## src/hdl/rrtd_pkg.sv

```systemverilog
/*
 Shared constants and types for the receive ring and transmit fetch DMA.
 Assumes a byte-wide buffer memory with a 16-bit byte address, page = upper eight bits.
*/
package rrtd_pkg;

    // APB register byte offsets
    localparam logic [7:0] OFS_CMD = 8'h00;
    localparam logic [7:0] OFS_RING_PAGE_START = 8'h04;
    localparam logic [7:0] OFS_PEND = 8'h08;
    localparam logic [7:0] OFS_BNDRY = 8'h0C;
    localparam logic [7:0] OFS_CURPG = 8'h10;
    localparam logic [7:0] OFS_TXPG = 8'h14;
    localparam logic [7:0] OFS_TXCNT = 8'h18;
    localparam logic [7:0] OFS_RMCNT = 8'h1C;
    localparam logic [7:0] OFS_ISTAT = 8'h20;
    localparam logic [7:0] OFS_TXCFG = 8'h24;
    localparam logic [7:0] OFS_CFG = 8'h28;

    // Command register fields
    localparam int CMD_STOP_BIT = 0;
    localparam int CMD_START_BIT = 1;
    localparam int CMD_TXP_BIT = 2;
    localparam int CMD_RDMA_LSB = 3;
    localparam logic [7:0] CMD_STOP_VAL = 8'h21;
    localparam logic [7:0] CMD_START_VAL = 8'h22;
    localparam logic [7:0] CMD_XMIT_VAL = 8'h26;

    // Interrupt status fields
    localparam int IS_PRX_BIT = 0;
    localparam int IS_PTX_BIT = 1;
    localparam int IS_RXE_BIT = 2;
    localparam int IS_TXE_BIT = 3;
    localparam int IS_OVW_BIT = 4;
    localparam int IS_RST_BIT = 7;

    // Configuration and transmit configuration fields
    localparam int CFG_WTS_BIT = 0;
    localparam int CFG_RUNT_BIT = 1;
    localparam int CFG_BADCRC_BIT = 2;
    localparam int TXCFG_LB_LSB = 1;

    // Ring geometry
    localparam logic [7:0] HDR_BYTES = 8'h04;
    localparam logic [7:0] PAGE_LAST = 8'hFF;
    localparam logic [15:0] MIN_FRAME = 16'h0040;

    // Settling time after a stop command
    localparam int STOP_WAIT_NS = 1500000;
    localparam int CLK_NS = 8;
    localparam int STOP_WAIT_CYC = STOP_WAIT_NS / CLK_NS;

    typedef struct packed {
        logic valid;
        logic [7:0] data;
        logic last;
        logic crc_err;
        logic align_err;
    } rrtd_rx_t;

    typedef struct packed {
        logic we;
        logic [15:0] addr;
        logic [7:0] data;
    } rrtd_mem_wr_t;

    typedef struct packed {
        logic valid;
        logic [7:0] data;
        logic last;
    } rrtd_tx_t;

    typedef enum logic [2:0] {
        RX_IDLE, RX_STORE, RX_DROP, RX_HDR0, RX_HDR1, RX_HDR2, RX_HDR3
    } rrtd_rx_state_t;

    typedef enum logic [1:0] {
        TX_IDLE, TX_REQ, TX_CAP, TX_HOLD
    } rrtd_tx_state_t;

    // Page after pg, wrapping from the ring end back to the ring start
    function automatic logic [7:0] next_page(input logic [7:0] pg, input logic [7:0] ring_page_start,
                                             input logic [7:0] pend);
        logic [7:0] np;
        np = pg + 8'h01;
        next_page = (np == pend) ? ring_page_start : np;
    endfunction

endpackage

```

## src/hdl/rrtd_dma.sv

```systemverilog
/*
 Local DMA buffer management: receive ring linking, end-of-packet header write or
 reclaim, overflow flagging, transmit fetch start, APB register slave.
 Assumes one pclk domain, byte-wide buffer memory, MAC streams synchronous to pclk.
*/
// The implementer's own choices: the register addresses and register access over APB.
`timescale 1ns/100ps
`default_nettype none

module rrtd_dma #(
    parameter int STOP_WAIT_CYC = rrtd_pkg::STOP_WAIT_CYC
) (
    input wire logic pclk,
    input wire logic presetn,
    input wire logic psel,
    input wire logic penable,
    input wire logic pwrite,
    input wire logic [7:0] paddr,
    input wire logic [31:0] pwdata,
    output logic [31:0] prdata,
    output logic pready,
    output logic pslverr,
    input wire rrtd_pkg::rrtd_rx_t rx_in,
    output logic rx_ready,
    output rrtd_pkg::rrtd_mem_wr_t mem_wr,
    output logic mem_rd_en,
    output logic [15:0] mem_rd_addr,
    input wire logic [7:0] mem_rd_data,
    output rrtd_pkg::rrtd_tx_t tx_out,
    input wire logic tx_ready,
    input wire logic tx_error,
    input wire logic host_wide_pin,
    output logic word_mode,
    output logic [1:0] loopback_mode,
    output logic remote_dma_en
);

    typedef struct packed {
        logic running;
        logic transmit_pending_bit;
        logic [2:0] rdma;
        logic rem_en;
        logic [7:0] ring_page_start;
        logic [7:0] pend;
        logic [7:0] bndry;
        logic [7:0] curpg;
        logic [7:0] txpg;
        logic [15:0] txcnt;
        logic [15:0] rmcnt;
        logic [7:0] istat;
        logic [7:0] txcfg;
        logic [7:0] cfg;
        rrtd_pkg::rrtd_rx_state_t rxst;
        logic [15:0] wp;
        logic [15:0] cnt;
        logic crc;
        logic aln;
        logic [7:0] nxt;
        rrtd_pkg::rrtd_mem_wr_t mem;
        logic [31:0] prdata;
        logic tx_go;
        logic word_mode;
        logic [17:0] stop_cnt;
    } rrtd_state_t;

    rrtd_state_t s;
    rrtd_state_t next_s;

    logic tx_done;
    logic wr_acc;
    logic take;
    logic first;
    logic accept;
    logic mapped;
    logic [15:0] a;
    logic [15:0] c;
    logic [7:0] pg;
    logic [7:0] set_bits;
    logic [31:0] rv;

    // Register read value and decode
    always_comb begin
        rv = 32'h0000_0000;
        mapped = 1'b1;
        case (paddr)
            rrtd_pkg::OFS_CMD: begin
                rv = {26'h0, s.rdma, s.transmit_pending_bit, s.running, ~s.running};
            end
            rrtd_pkg::OFS_RING_PAGE_START: begin
                rv = {24'h0, s.ring_page_start};
            end
            rrtd_pkg::OFS_PEND: begin
                rv = {24'h0, s.pend};
            end
            rrtd_pkg::OFS_BNDRY: begin
                rv = {24'h0, s.bndry};
            end
            rrtd_pkg::OFS_CURPG: begin
                rv = {24'h0, s.curpg};
            end
            rrtd_pkg::OFS_TXPG: begin
                rv = {24'h0, s.txpg};
            end
            rrtd_pkg::OFS_TXCNT: begin
                rv = {16'h0, s.txcnt};
            end
            rrtd_pkg::OFS_RMCNT: begin
                rv = {16'h0, s.rmcnt};
            end
            rrtd_pkg::OFS_ISTAT: begin
                rv = {24'h0, s.istat};
            end
            rrtd_pkg::OFS_TXCFG: begin
                rv = {24'h0, s.txcfg};
            end
            rrtd_pkg::OFS_CFG: begin
                rv = {24'h0, s.cfg};
            end
            default: begin
                mapped = 1'b0;
            end
        endcase
    end

    assign wr_acc = psel && penable && pwrite && mapped;
    assign first = (s.rxst == rrtd_pkg::RX_IDLE);
    assign take = rx_in.valid && ((first && s.running) || s.rxst == rrtd_pkg::RX_STORE);

    always_comb begin
        next_s = s;
        next_s.mem.we = 1'b0;
        next_s.tx_go = 1'b0;
        set_bits = 8'h00;
        accept = 1'b0;
        pg = 8'h00;
        a = first ? {s.curpg, rrtd_pkg::HDR_BYTES} : s.wp;
        c = first ? 16'h0001 : s.cnt + 16'h0001;

        // Read data is caught in the setup cycle and shown during the access phase
        if (psel && !penable && !pwrite) begin
            next_s.prdata = rv;
        end

        if (wr_acc) begin
            case (paddr)
                rrtd_pkg::OFS_CMD: begin
                    next_s.rdma = pwdata[rrtd_pkg::CMD_RDMA_LSB +: 3];
                    if (pwdata[rrtd_pkg::CMD_STOP_BIT]) begin
                        // A frame already in progress still completes
                        next_s.running = 1'b0;
                        next_s.rem_en = 1'b0;
                    end else if (pwdata[rrtd_pkg::CMD_START_BIT]) begin
                        next_s.running = 1'b1;
                        next_s.rem_en = 1'b1;
                    end
                    if (pwdata[rrtd_pkg::CMD_TXP_BIT] && !pwdata[rrtd_pkg::CMD_STOP_BIT] &&
                        (s.running || pwdata[rrtd_pkg::CMD_START_BIT]) && !s.transmit_pending_bit) begin
                        next_s.transmit_pending_bit = 1'b1;
                        next_s.tx_go = 1'b1;
                    end
                end
                rrtd_pkg::OFS_RING_PAGE_START: begin
                    next_s.ring_page_start = pwdata[7:0];
                end
                rrtd_pkg::OFS_PEND: begin
                    next_s.pend = pwdata[7:0];
                end
                rrtd_pkg::OFS_BNDRY: begin
                    next_s.bndry = pwdata[7:0];
                end
                rrtd_pkg::OFS_CURPG: begin
                    next_s.curpg = pwdata[7:0];
                end
                rrtd_pkg::OFS_TXPG: begin
                    next_s.txpg = pwdata[7:0];
                end
                rrtd_pkg::OFS_TXCNT: begin
                    next_s.txcnt = pwdata[15:0];
                end
                rrtd_pkg::OFS_RMCNT: begin
                    next_s.rmcnt = pwdata[15:0];
                end
                rrtd_pkg::OFS_ISTAT: begin
                    next_s.istat = s.istat & ~pwdata[7:0];
                end
                rrtd_pkg::OFS_TXCFG: begin
                    next_s.txcfg = pwdata[7:0];
                end
                rrtd_pkg::OFS_CFG: begin
                    next_s.cfg = pwdata[7:0];
                end
                default: begin
                    next_s.cfg = s.cfg;
                end
            endcase
        end

        // Receive path
        if (take) begin
            // Every byte, CRC included, lands right after the previous one or, past the ring end, at the ring start
            next_s.mem = '{we: 1'b1, addr: a, data: rx_in.data};
            next_s.cnt = c;
            next_s.crc = (!first && s.crc) || rx_in.crc_err;
            next_s.aln = (!first && s.aln) || rx_in.align_err;
            next_s.wp = a + 16'h0001;
            next_s.rxst = rrtd_pkg::RX_STORE;
            if (rx_in.last) begin
                accept = !((c < rrtd_pkg::MIN_FRAME) && !s.cfg[rrtd_pkg::CFG_RUNT_BIT]) &&
                         !((next_s.crc || next_s.aln) && !s.cfg[rrtd_pkg::CFG_BADCRC_BIT]);
                if (accept) begin
                    // Rest of the last page is discarded
                    next_s.nxt = rrtd_pkg::next_page(a[15:8], s.ring_page_start, s.pend);
                    next_s.rxst = rrtd_pkg::RX_HDR0;
                end else begin
                    // Current page is untouched, so all pages of this packet are reused
                    set_bits[rrtd_pkg::IS_RXE_BIT] = 1'b1;
                    next_s.rxst = rrtd_pkg::RX_IDLE;
                end
            end else if (a[7:0] == rrtd_pkg::PAGE_LAST) begin
                pg = rrtd_pkg::next_page(a[15:8], s.ring_page_start, s.pend);
                if (pg == s.bndry) begin
                    // Ring full: drop the rest, earlier packets stay intact
                    set_bits[rrtd_pkg::IS_OVW_BIT] = 1'b1;
                    next_s.rxst = rrtd_pkg::RX_DROP;
                end else begin
                    next_s.wp = {pg, 8'h00};
                end
            end
        end else begin
            case (s.rxst)
                rrtd_pkg::RX_IDLE: begin
                    if (rx_in.valid && !rx_in.last) begin
                        next_s.rxst = rrtd_pkg::RX_DROP;
                    end
                end
                rrtd_pkg::RX_DROP: begin
                    if (rx_in.valid && rx_in.last) begin
                        next_s.rxst = rrtd_pkg::RX_IDLE;
                    end
                end
                rrtd_pkg::RX_HDR0: begin
                    next_s.mem = '{we: 1'b1, addr: {s.curpg, 8'h00},
                                   data: {5'h00, s.aln, s.crc, !(s.crc || s.aln)}};
                    next_s.rxst = rrtd_pkg::RX_HDR1;
                end
                rrtd_pkg::RX_HDR1: begin
                    next_s.mem = '{we: 1'b1, addr: {s.curpg, 8'h01}, data: s.nxt};
                    next_s.rxst = rrtd_pkg::RX_HDR2;
                end
                rrtd_pkg::RX_HDR2: begin
                    next_s.mem = '{we: 1'b1, addr: {s.curpg, 8'h02}, data: s.cnt[7:0]};
                    next_s.rxst = rrtd_pkg::RX_HDR3;
                end
                rrtd_pkg::RX_HDR3: begin
                    next_s.mem = '{we: 1'b1, addr: {s.curpg, 8'h03}, data: s.cnt[15:8]};
                    next_s.curpg = s.nxt;
                    set_bits[rrtd_pkg::IS_PRX_BIT] = 1'b1;
                    next_s.rxst = rrtd_pkg::RX_IDLE;
                end
                default: begin
                    next_s.rxst = rrtd_pkg::RX_IDLE;
                end
            endcase
        end

        // Transmit completion and error
        if (tx_done && s.transmit_pending_bit) begin
            next_s.transmit_pending_bit = 1'b0;
            set_bits[rrtd_pkg::IS_PTX_BIT] = 1'b1;
        end
        if (tx_error && s.transmit_pending_bit) begin
            next_s.transmit_pending_bit = 1'b0;
            set_bits[rrtd_pkg::IS_TXE_BIT] = 1'b1;
        end

        // Reset status: set after STOP_WAIT_CYC cycles stopped with receive idle and no transmit pending, cleared while running
        if (s.running) begin
            next_s.stop_cnt = 18'h00000;
            set_bits[rrtd_pkg::IS_RST_BIT] = 1'b0;
            next_s.istat[rrtd_pkg::IS_RST_BIT] = 1'b0;
        end else if (s.rxst == rrtd_pkg::RX_IDLE && !s.transmit_pending_bit) begin
            if (s.stop_cnt == 18'(STOP_WAIT_CYC)) begin
                set_bits[rrtd_pkg::IS_RST_BIT] = 1'b1;
            end else begin
                next_s.stop_cnt = s.stop_cnt + 18'h00001;
            end
        end

        // Hardware set wins over a software clear in the same cycle
        next_s.istat = next_s.istat | set_bits;
        next_s.word_mode = s.cfg[rrtd_pkg::CFG_WTS_BIT] && host_wide_pin;
    end

    always_ff @(posedge pclk or negedge presetn) begin
        if (!presetn) begin
            s <= '0;
        end else begin
            s <= next_s;
        end
    end

    rrtd_tx_fetch u_tx_fetch (
        .clk(pclk),
        .rst_n(presetn),
        .start(s.tx_go),
        .page(s.txpg),
        .count(s.txcnt),
        .rd_en(mem_rd_en),
        .rd_addr(mem_rd_addr),
        .rd_data(mem_rd_data),
        .tx(tx_out),
        .tx_ready(tx_ready),
        .done(tx_done)
    );

    // Header writes own the memory port, so the MAC is held off meanwhile
    assign rx_ready = (s.rxst == rrtd_pkg::RX_IDLE) || (s.rxst == rrtd_pkg::RX_STORE) ||
                      (s.rxst == rrtd_pkg::RX_DROP);
    assign prdata = s.prdata;
    assign pready = 1'b1;
    assign pslverr = psel && penable && !mapped;
    assign mem_wr = s.mem;
    assign word_mode = s.word_mode;
    assign loopback_mode = s.txcfg[rrtd_pkg::TXCFG_LB_LSB +: 2];
    assign remote_dma_en = s.rem_en;

endmodule // rrtd_dma

`default_nettype wire

```

## src/hdl/rrtd_tx_fetch.sv

```systemverilog
/*
 Transmit fetch: reads a packet byte by byte from buffer memory into the transmit FIFO.
 Assumes buffer memory returns read data the cycle after rd_en is high.
*/
`timescale 1ns/100ps
`default_nettype none

module rrtd_tx_fetch (
    input wire logic clk,
    input wire logic rst_n,
    input wire logic start,
    input wire logic [7:0] page,
    input wire logic [15:0] count,
    output logic rd_en,
    output logic [15:0] rd_addr,
    input wire logic [7:0] rd_data,
    output rrtd_pkg::rrtd_tx_t tx,
    input wire logic tx_ready,
    output logic done
);

    typedef struct packed {
        rrtd_pkg::rrtd_tx_state_t st;
        logic [15:0] addr;
        logic [15:0] left;
        logic rd_en;
        rrtd_pkg::rrtd_tx_t tx;
        logic done;
    } rrtd_txs_t;

    rrtd_txs_t s;
    rrtd_txs_t next_s;

    always_comb begin
        next_s = s;
        next_s.rd_en = 1'b0;
        next_s.done = 1'b0;
        case (s.st)
            rrtd_pkg::TX_IDLE: begin
                if (start) begin
                    if (count == 16'h0000) begin
                        next_s.done = 1'b1;
                    end else begin
                        next_s.addr = {page, 8'h00};
                        next_s.left = count;
                        next_s.rd_en = 1'b1;
                        next_s.st = rrtd_pkg::TX_REQ;
                    end
                end
            end
            rrtd_pkg::TX_REQ: begin
                next_s.st = rrtd_pkg::TX_CAP;
            end
            rrtd_pkg::TX_CAP: begin
                next_s.tx.valid = 1'b1;
                next_s.tx.data = rd_data;
                // The MAC appends preamble, sync and CRC after the byte marked last
                next_s.tx.last = (s.left == 16'h0001);
                next_s.st = rrtd_pkg::TX_HOLD;
            end
            rrtd_pkg::TX_HOLD: begin
                if (tx_ready) begin
                    next_s.tx.valid = 1'b0;
                    next_s.tx.last = 1'b0;
                    next_s.left = s.left - 16'h0001;
                    next_s.addr = s.addr + 16'h0001;
                    if (s.left == 16'h0001) begin
                        next_s.done = 1'b1;
                        next_s.st = rrtd_pkg::TX_IDLE;
                    end else begin
                        next_s.rd_en = 1'b1;
                        next_s.st = rrtd_pkg::TX_REQ;
                    end
                end
            end
            default: begin
                next_s.st = rrtd_pkg::TX_IDLE;
            end
        endcase
    end

    always_ff @(posedge clk or negedge rst_n) begin
        if (!rst_n) begin
            s <= '0;
        end else begin
            s <= next_s;
        end
    end

    assign rd_en = s.rd_en;
    assign rd_addr = s.addr;
    assign tx = s.tx;
    assign done = s.done;

endmodule // rrtd_tx_fetch

`default_nettype wire

```

## config.mk

```make
export PLATFORM = sky130hd
export DESIGN_NAME = rrtd_dma
export DESIGN_NICKNAME = d
export VERILOG_FILES = /design/src/hdl/rrtd_pkg.sv /design/src/hdl/rrtd_dma.sv /design/src/hdl/rrtd_tx_fetch.sv
export SDC_FILE = /design/constraint.sdc
export NUM_CORES = 1
export LEC_CHECK = 0
export ABC_AREA = 1
export ABC_CLOCK_PERIOD_IN_PS = 8250
export BUFFER_PORTS_ARGS = -buffer_cell sky130_fd_sc_hd__clkbuf_2
export CELL_PAD_IN_SITES_DETAIL_PLACEMENT = 1
export CELL_PAD_IN_SITES_GLOBAL_PLACEMENT = 2
export CORE_UTILIZATION = 39
export CTS_BUF_LIST = sky130_fd_sc_hd__clkbuf_8
export CTS_CLUSTER_SIZE = 24
export DETAILED_ROUTE_END_ITERATION = 8
export GPL_ROUTABILITY_DRIVEN = 0
export PLACE_DENSITY = 0.91
export SKIP_LAST_GASP = 1
export SYNTH_ARGS = -nofsm -noshare
export SYNTH_HDL_FRONTEND = slang
export SYNTH_SLANG_ARGS = --single-unit
```

## constraint.sdc

```tcl
create_clock -name pclk -period 8.25 [get_ports pclk]
set_input_delay 0 -clock pclk [delete_from_list [all_inputs] [get_ports pclk]]
set_output_delay 0 -clock pclk [all_outputs]
set_load 0.01 [all_outputs]
```

==> results.txt <==
- The first global-routing pass estimated 71300 um of wire.
* Top-area cell type share of the netlist area: 45.6%
* Arithmetic-cell share of the synthesized area counting full adders, half adders and majority gates: 0.901%
* Number of nets in the final layout: 1955
- By area the synthesized netlist is led by sky130_fd_sc_hd__dfrtp_1 (46%), sky130_fd_sc_hd__nand2_1 (11%), sky130_fd_sc_hd__o21ai_0 (6.9%), sky130_fd_sc_hd__inv_1 (6.1%), sky130_fd_sc_hd__buf_4 (4.7%).
* Setup-violating endpoint count in the final report: 0
- The tightest min-delay check is of the in -> async type.
- In this run the worst setup path begins at s[119].
* Post-Synthesis Mean Instance Area: 7.85 sq um
- Antenna violations before repair: 0
- Period Utilization, post-route: 47.4%
* Clock Root Buffer: sky130_fd_sc_hd__clkbuf_8
- Total GRT Usage: 24.9%
- Summing the areas of all compound-gate instances in the mapped netlist gives 15.4% of the synthesized area.
- DRT Wirelength: 43900 um
- Setup repair after global routing missed its margin: no
- By count the netlist is led by sky130_fd_sc_hd__nand2_1 (418), sky130_fd_sc_hd__dfrtp_1 (253), sky130_fd_sc_hd__inv_1 (226), sky130_fd_sc_hd__o21ai_0 (192), sky130_fd_sc_hd__nor2_1 (109).
* Max Slew Vio Count: 0
* Final hold violation count: 0
* Final critical-path required period: 3910 ps
- Total negative slack: 0 ps
- Of the total synthesized cell area, the portion taken by XOR and XNOR cells is 0.757%.
- After synthesis, the largest family of logic cells by area is simple AND/OR/NAND/NOR gates.
* Estimated wirelength of the detail-placed design: 30900 um
* Number of global-route vias before repair: 13100
* H-tree depth: 2
- PortBufs: 125
- Crit end category: flip-flop
- Data on the critical path is required at its endpoint by 8710 ps.
- TritonCTS built the clock tree.
* Mapped Area: 0.0139 sq mm
* Outcome: finished, final reports clean
- In this run the critical register-to-register path is launched from s[119].
- In the routed layout, each cell is associated on average with a via count of 5.32.
- In the final routed layout, each cell accounts on average for 18.5 um.
- Count of routing violations after the opening detailed-route iteration: 828
- The clock drives 253 sinks.
* Instance count of the mapped netlist: 1769
- Setup CP Type: reg -> reg
* Layout Utilization: 45.4%
- Die outline area: 0.0363 sq mm
- Across the run, the number of max-cap violations was 0.
* Floorplan row count: 68
- Placement-stage cell area: 0.0144 sq mm
- TritonCTS created 47 clock buffers.
- STA classifies the critical path startpoint as a flip-flop.
* Number of design rule violations left after detail routing: 0
- Measured along the y axis, the die boundary spans 191 um.
- Mux share of post-synthesis cell area: 0.649%
* DR pass1 iterations: 5
- At the pin with the least slew margin, the transition time is 1210 ps.
- Detailed-route via count: 12600
- Leading cell type by number of instances after synthesis: sky130_fd_sc_hd__nand2_1
* Number of storage elements in the synthesis netlist: 253
- Residual antenna-violating net count after detailed routing: 0
- For this run the aggregate overflow at the end of global routing stands at 0.
- Measured in cells, the most critical reg-to-reg path has a length of 20.
* Post-synthesis cell type with the largest combined area: sky130_fd_sc_hd__dfrtp_1
- Summed over all cells, the static leakage comes to 7.38 nW.
- Compared with the post-synthesis result, the final layout area differs by 13.8%.
* PwrDens: 311 mW/mm^2
* Total non-filler cell area in the finished layout: 0.0158 sq mm
* N_diodes: 0
* Maximum fanout encountered on the critical timing path: 33
- Setup slack on the worst reg-to-reg path comes out at 4340 ps.
* Top achievable clock speed: 256 MHz
- Distinct cell type count of the synthesized netlist: 58
- The most critical setup path has its endpoint at s[108].
* Largest net degree at the start of global routing: 112
- Area inside the core boundary: 0.0348 sq mm
- The clock passes through at most 3 buffers.
* Final standard cell count with taps included and fillers excluded: 2368
- Synthesis warning total: 0
* Worst-path clk slew: 60 ps
* Starting density of the core: 39.9%
- Post-CTS setup repair buffer count: 0
- Share of final-layout standard cells stronger than drive strength 1: 14.7%
- Number of cells in the design after placement: 2240
- Total design power: 4.91 mW
- In this run, post-CTS repair resized a total of 0 instances.
* Normalized max-slew margin: 19.4%
- The share of the Yosys chip area taken by registers is 45.6%.
- IO Pins: 159
- After Yosys synthesis, and, or, nand and nor cells account for 23.8% of the synthesized area.
- Worst-Skew Late Latency: 590 ps
- Counting flops with an async set or reset pin after synthesis yields a share of 100%.
- Final clock skew: 21.9 ps
- The worst-case IR drop observed on VDD is 0.131 mV.
* Signal arrival time at the worst endpoint: 4370 ps
- EDFF count, synth: 0
* R2r endpoint: s[108]
- Most common flop cell mapped by yosys: sky130_fd_sc_hd__dfrtp_1
- Die outline width: 191 um
kinds of logic after synthesis:
| family | Yosys count |
|---|---|
| other | 2 |
| adder cells (fa/ha/maj) | 10 |
| XOR/XNOR | 12 |
| buffers and inverters | 374 |
| multiplexers | 8 |
| flip-flops | 253 |
| AND/OR/NAND/NOR | 744 |
| AO/OA/AOI/OAI | 366 |
repair_timing:
item                                    in CTS  in global routing
endpoints found under the setup margin       0                  0
hold buffers                                43                  0
hold endpoints to repair                   220                  0
how the worst min path moves through the flow:
stage | from | endpoint | slack [ps] | cells after the start
after detailed placement | presetn | s[8] | 150 | 1
after global placement | presetn | s[99] | 150 | 1
after CTS | presetn | s[8] | 100 | 2
after global routing | presetn | s[102] | 140 | 2
final | presetn | s[10] | 80 | 2
after floorplan | presetn | loopback_mode[0] | -300 | 0
metal layers:
layer | wire (um) | track usage (%)
met1 | 20700 | 35.1
met2 | 19900 | 38.9
met3 | 2220 | 4.10
met4 | 1120 | 7.78
met5 | 0 | 0
power breakdown:
group	total, mW	internal (mW)	switching, mW
Sequential	1.58	1.44	0.146
Clock	1.27	0.717	0.557
Combinational	2.05	0.625	1.43
Total	4.91	2.78	2.13
worst max-delay path: stages, from the launching register on:
cell                      delay [ps]
sky130_fd_sc_hd__dfrtp_1         490
sky130_fd_sc_hd__inv_2           200
sky130_fd_sc_hd__nand2_4         410
sky130_fd_sc_hd__inv_4           160
sky130_fd_sc_hd__nor2_1          210
sky130_fd_sc_hd__ha_1            190
sky130_fd_sc_hd__inv_1            70
sky130_fd_sc_hd__nor3_1          220
sky130_fd_sc_hd__inv_2            60
sky130_fd_sc_hd__nor2_1          100
sky130_fd_sc_hd__inv_1            70
sky130_fd_sc_hd__nor2_1           80
sky130_fd_sc_hd__inv_1            60
sky130_fd_sc_hd__nor2_1          110
sky130_fd_sc_hd__inv_2            50
sky130_fd_sc_hd__nor2_2          320
sky130_fd_sc_hd__inv_2           110
sky130_fd_sc_hd__nor2_2          370
sky130_fd_sc_hd__nand2_2         270
sky130_fd_sc_hd__nand4_1         120
sky130_fd_sc_hd__o21ai_0          80
final cells by class:
class | count | area [sq um]
repair buffers | 178 | 1140
clock buffers | 67 | 922
flip-flops and latches | 253 | 6330
clock inverters | 18 | 81.3
inverters | 240 | 906
multi-input cells | 1157 | 5840
fillers | 4295 | 19000
well taps | 455 | 569
metrics by stage:
step	setup WS [ps]	hold WS, ps
3_5_place_dp	4360	146
3_3_place_gp	4520	151
5_1_grt	3870	144
2_1_floorplan	5550	-296
6_report	4340	78.8
4_1_cts	4320	101
cell usage in the layout (no fill, tap or decap), types with 3 or more instances in the layout:
cell type,count
sky130_fd_sc_hd__buf_4,10
sky130_fd_sc_hd__a32o_1,4
sky130_fd_sc_hd__a32oi_1,6
sky130_fd_sc_hd__nand2_2,25
sky130_fd_sc_hd__nor4_1,6
sky130_fd_sc_hd__o22ai_1,38
sky130_fd_sc_hd__nor2_2,7
sky130_fd_sc_hd__nor2_8,3
sky130_fd_sc_hd__xor2_1,11
sky130_fd_sc_hd__nand2_4,7
sky130_fd_sc_hd__a22o_1,7
sky130_fd_sc_hd__clkinv_2,4
sky130_fd_sc_hd__inv_1,238
sky130_fd_sc_hd__nor3_2,3
sky130_fd_sc_hd__o31ai_1,5
sky130_fd_sc_hd__clkbuf_2,124
sky130_fd_sc_hd__nand2_1,418
sky130_fd_sc_hd__dlygate4sd3_1,43
sky130_fd_sc_hd__ha_1,10
sky130_fd_sc_hd__nand4_1,27
sky130_fd_sc_hd__dfrtp_1,253
sky130_fd_sc_hd__o21ai_0,192
sky130_fd_sc_hd__inv_2,6
sky130_fd_sc_hd__o21ai_1,3
sky130_fd_sc_hd__a221oi_1,18
sky130_fd_sc_hd__mux2_2,8
sky130_fd_sc_hd__nand3b_1,4
sky130_fd_sc_hd__clkinv_1,6
sky130_fd_sc_hd__nor3_1,35
sky130_fd_sc_hd__nor2_1,108
sky130_fd_sc_hd__o211ai_1,3
sky130_fd_sc_hd__nand3_2,4
sky130_fd_sc_hd__o21a_1,3
sky130_fd_sc_hd__clkbuf_8,67
sky130_fd_sc_hd__conb_1,17
sky130_fd_sc_hd__nand3_1,90
sky130_fd_sc_hd__a21oi_1,58
sky130_fd_sc_hd__o221ai_1,8
sky130_fd_sc_hd__a22oi_1,5
state kept, by name (all words and copies together), names as in the netlist:
name and flops:
s 162, mem_wr 25, u_tx_fetch.s 18, prdata 16, u_tx_fetch.rd_addr 16, u_tx_fetch.tx 10, loopback_mode 2, remote_dma_en 1
u_tx_fetch.done 1, u_tx_fetch.rd_en 1, word_mode 1
No activity file was read; power rests on OpenSTA's default activity.
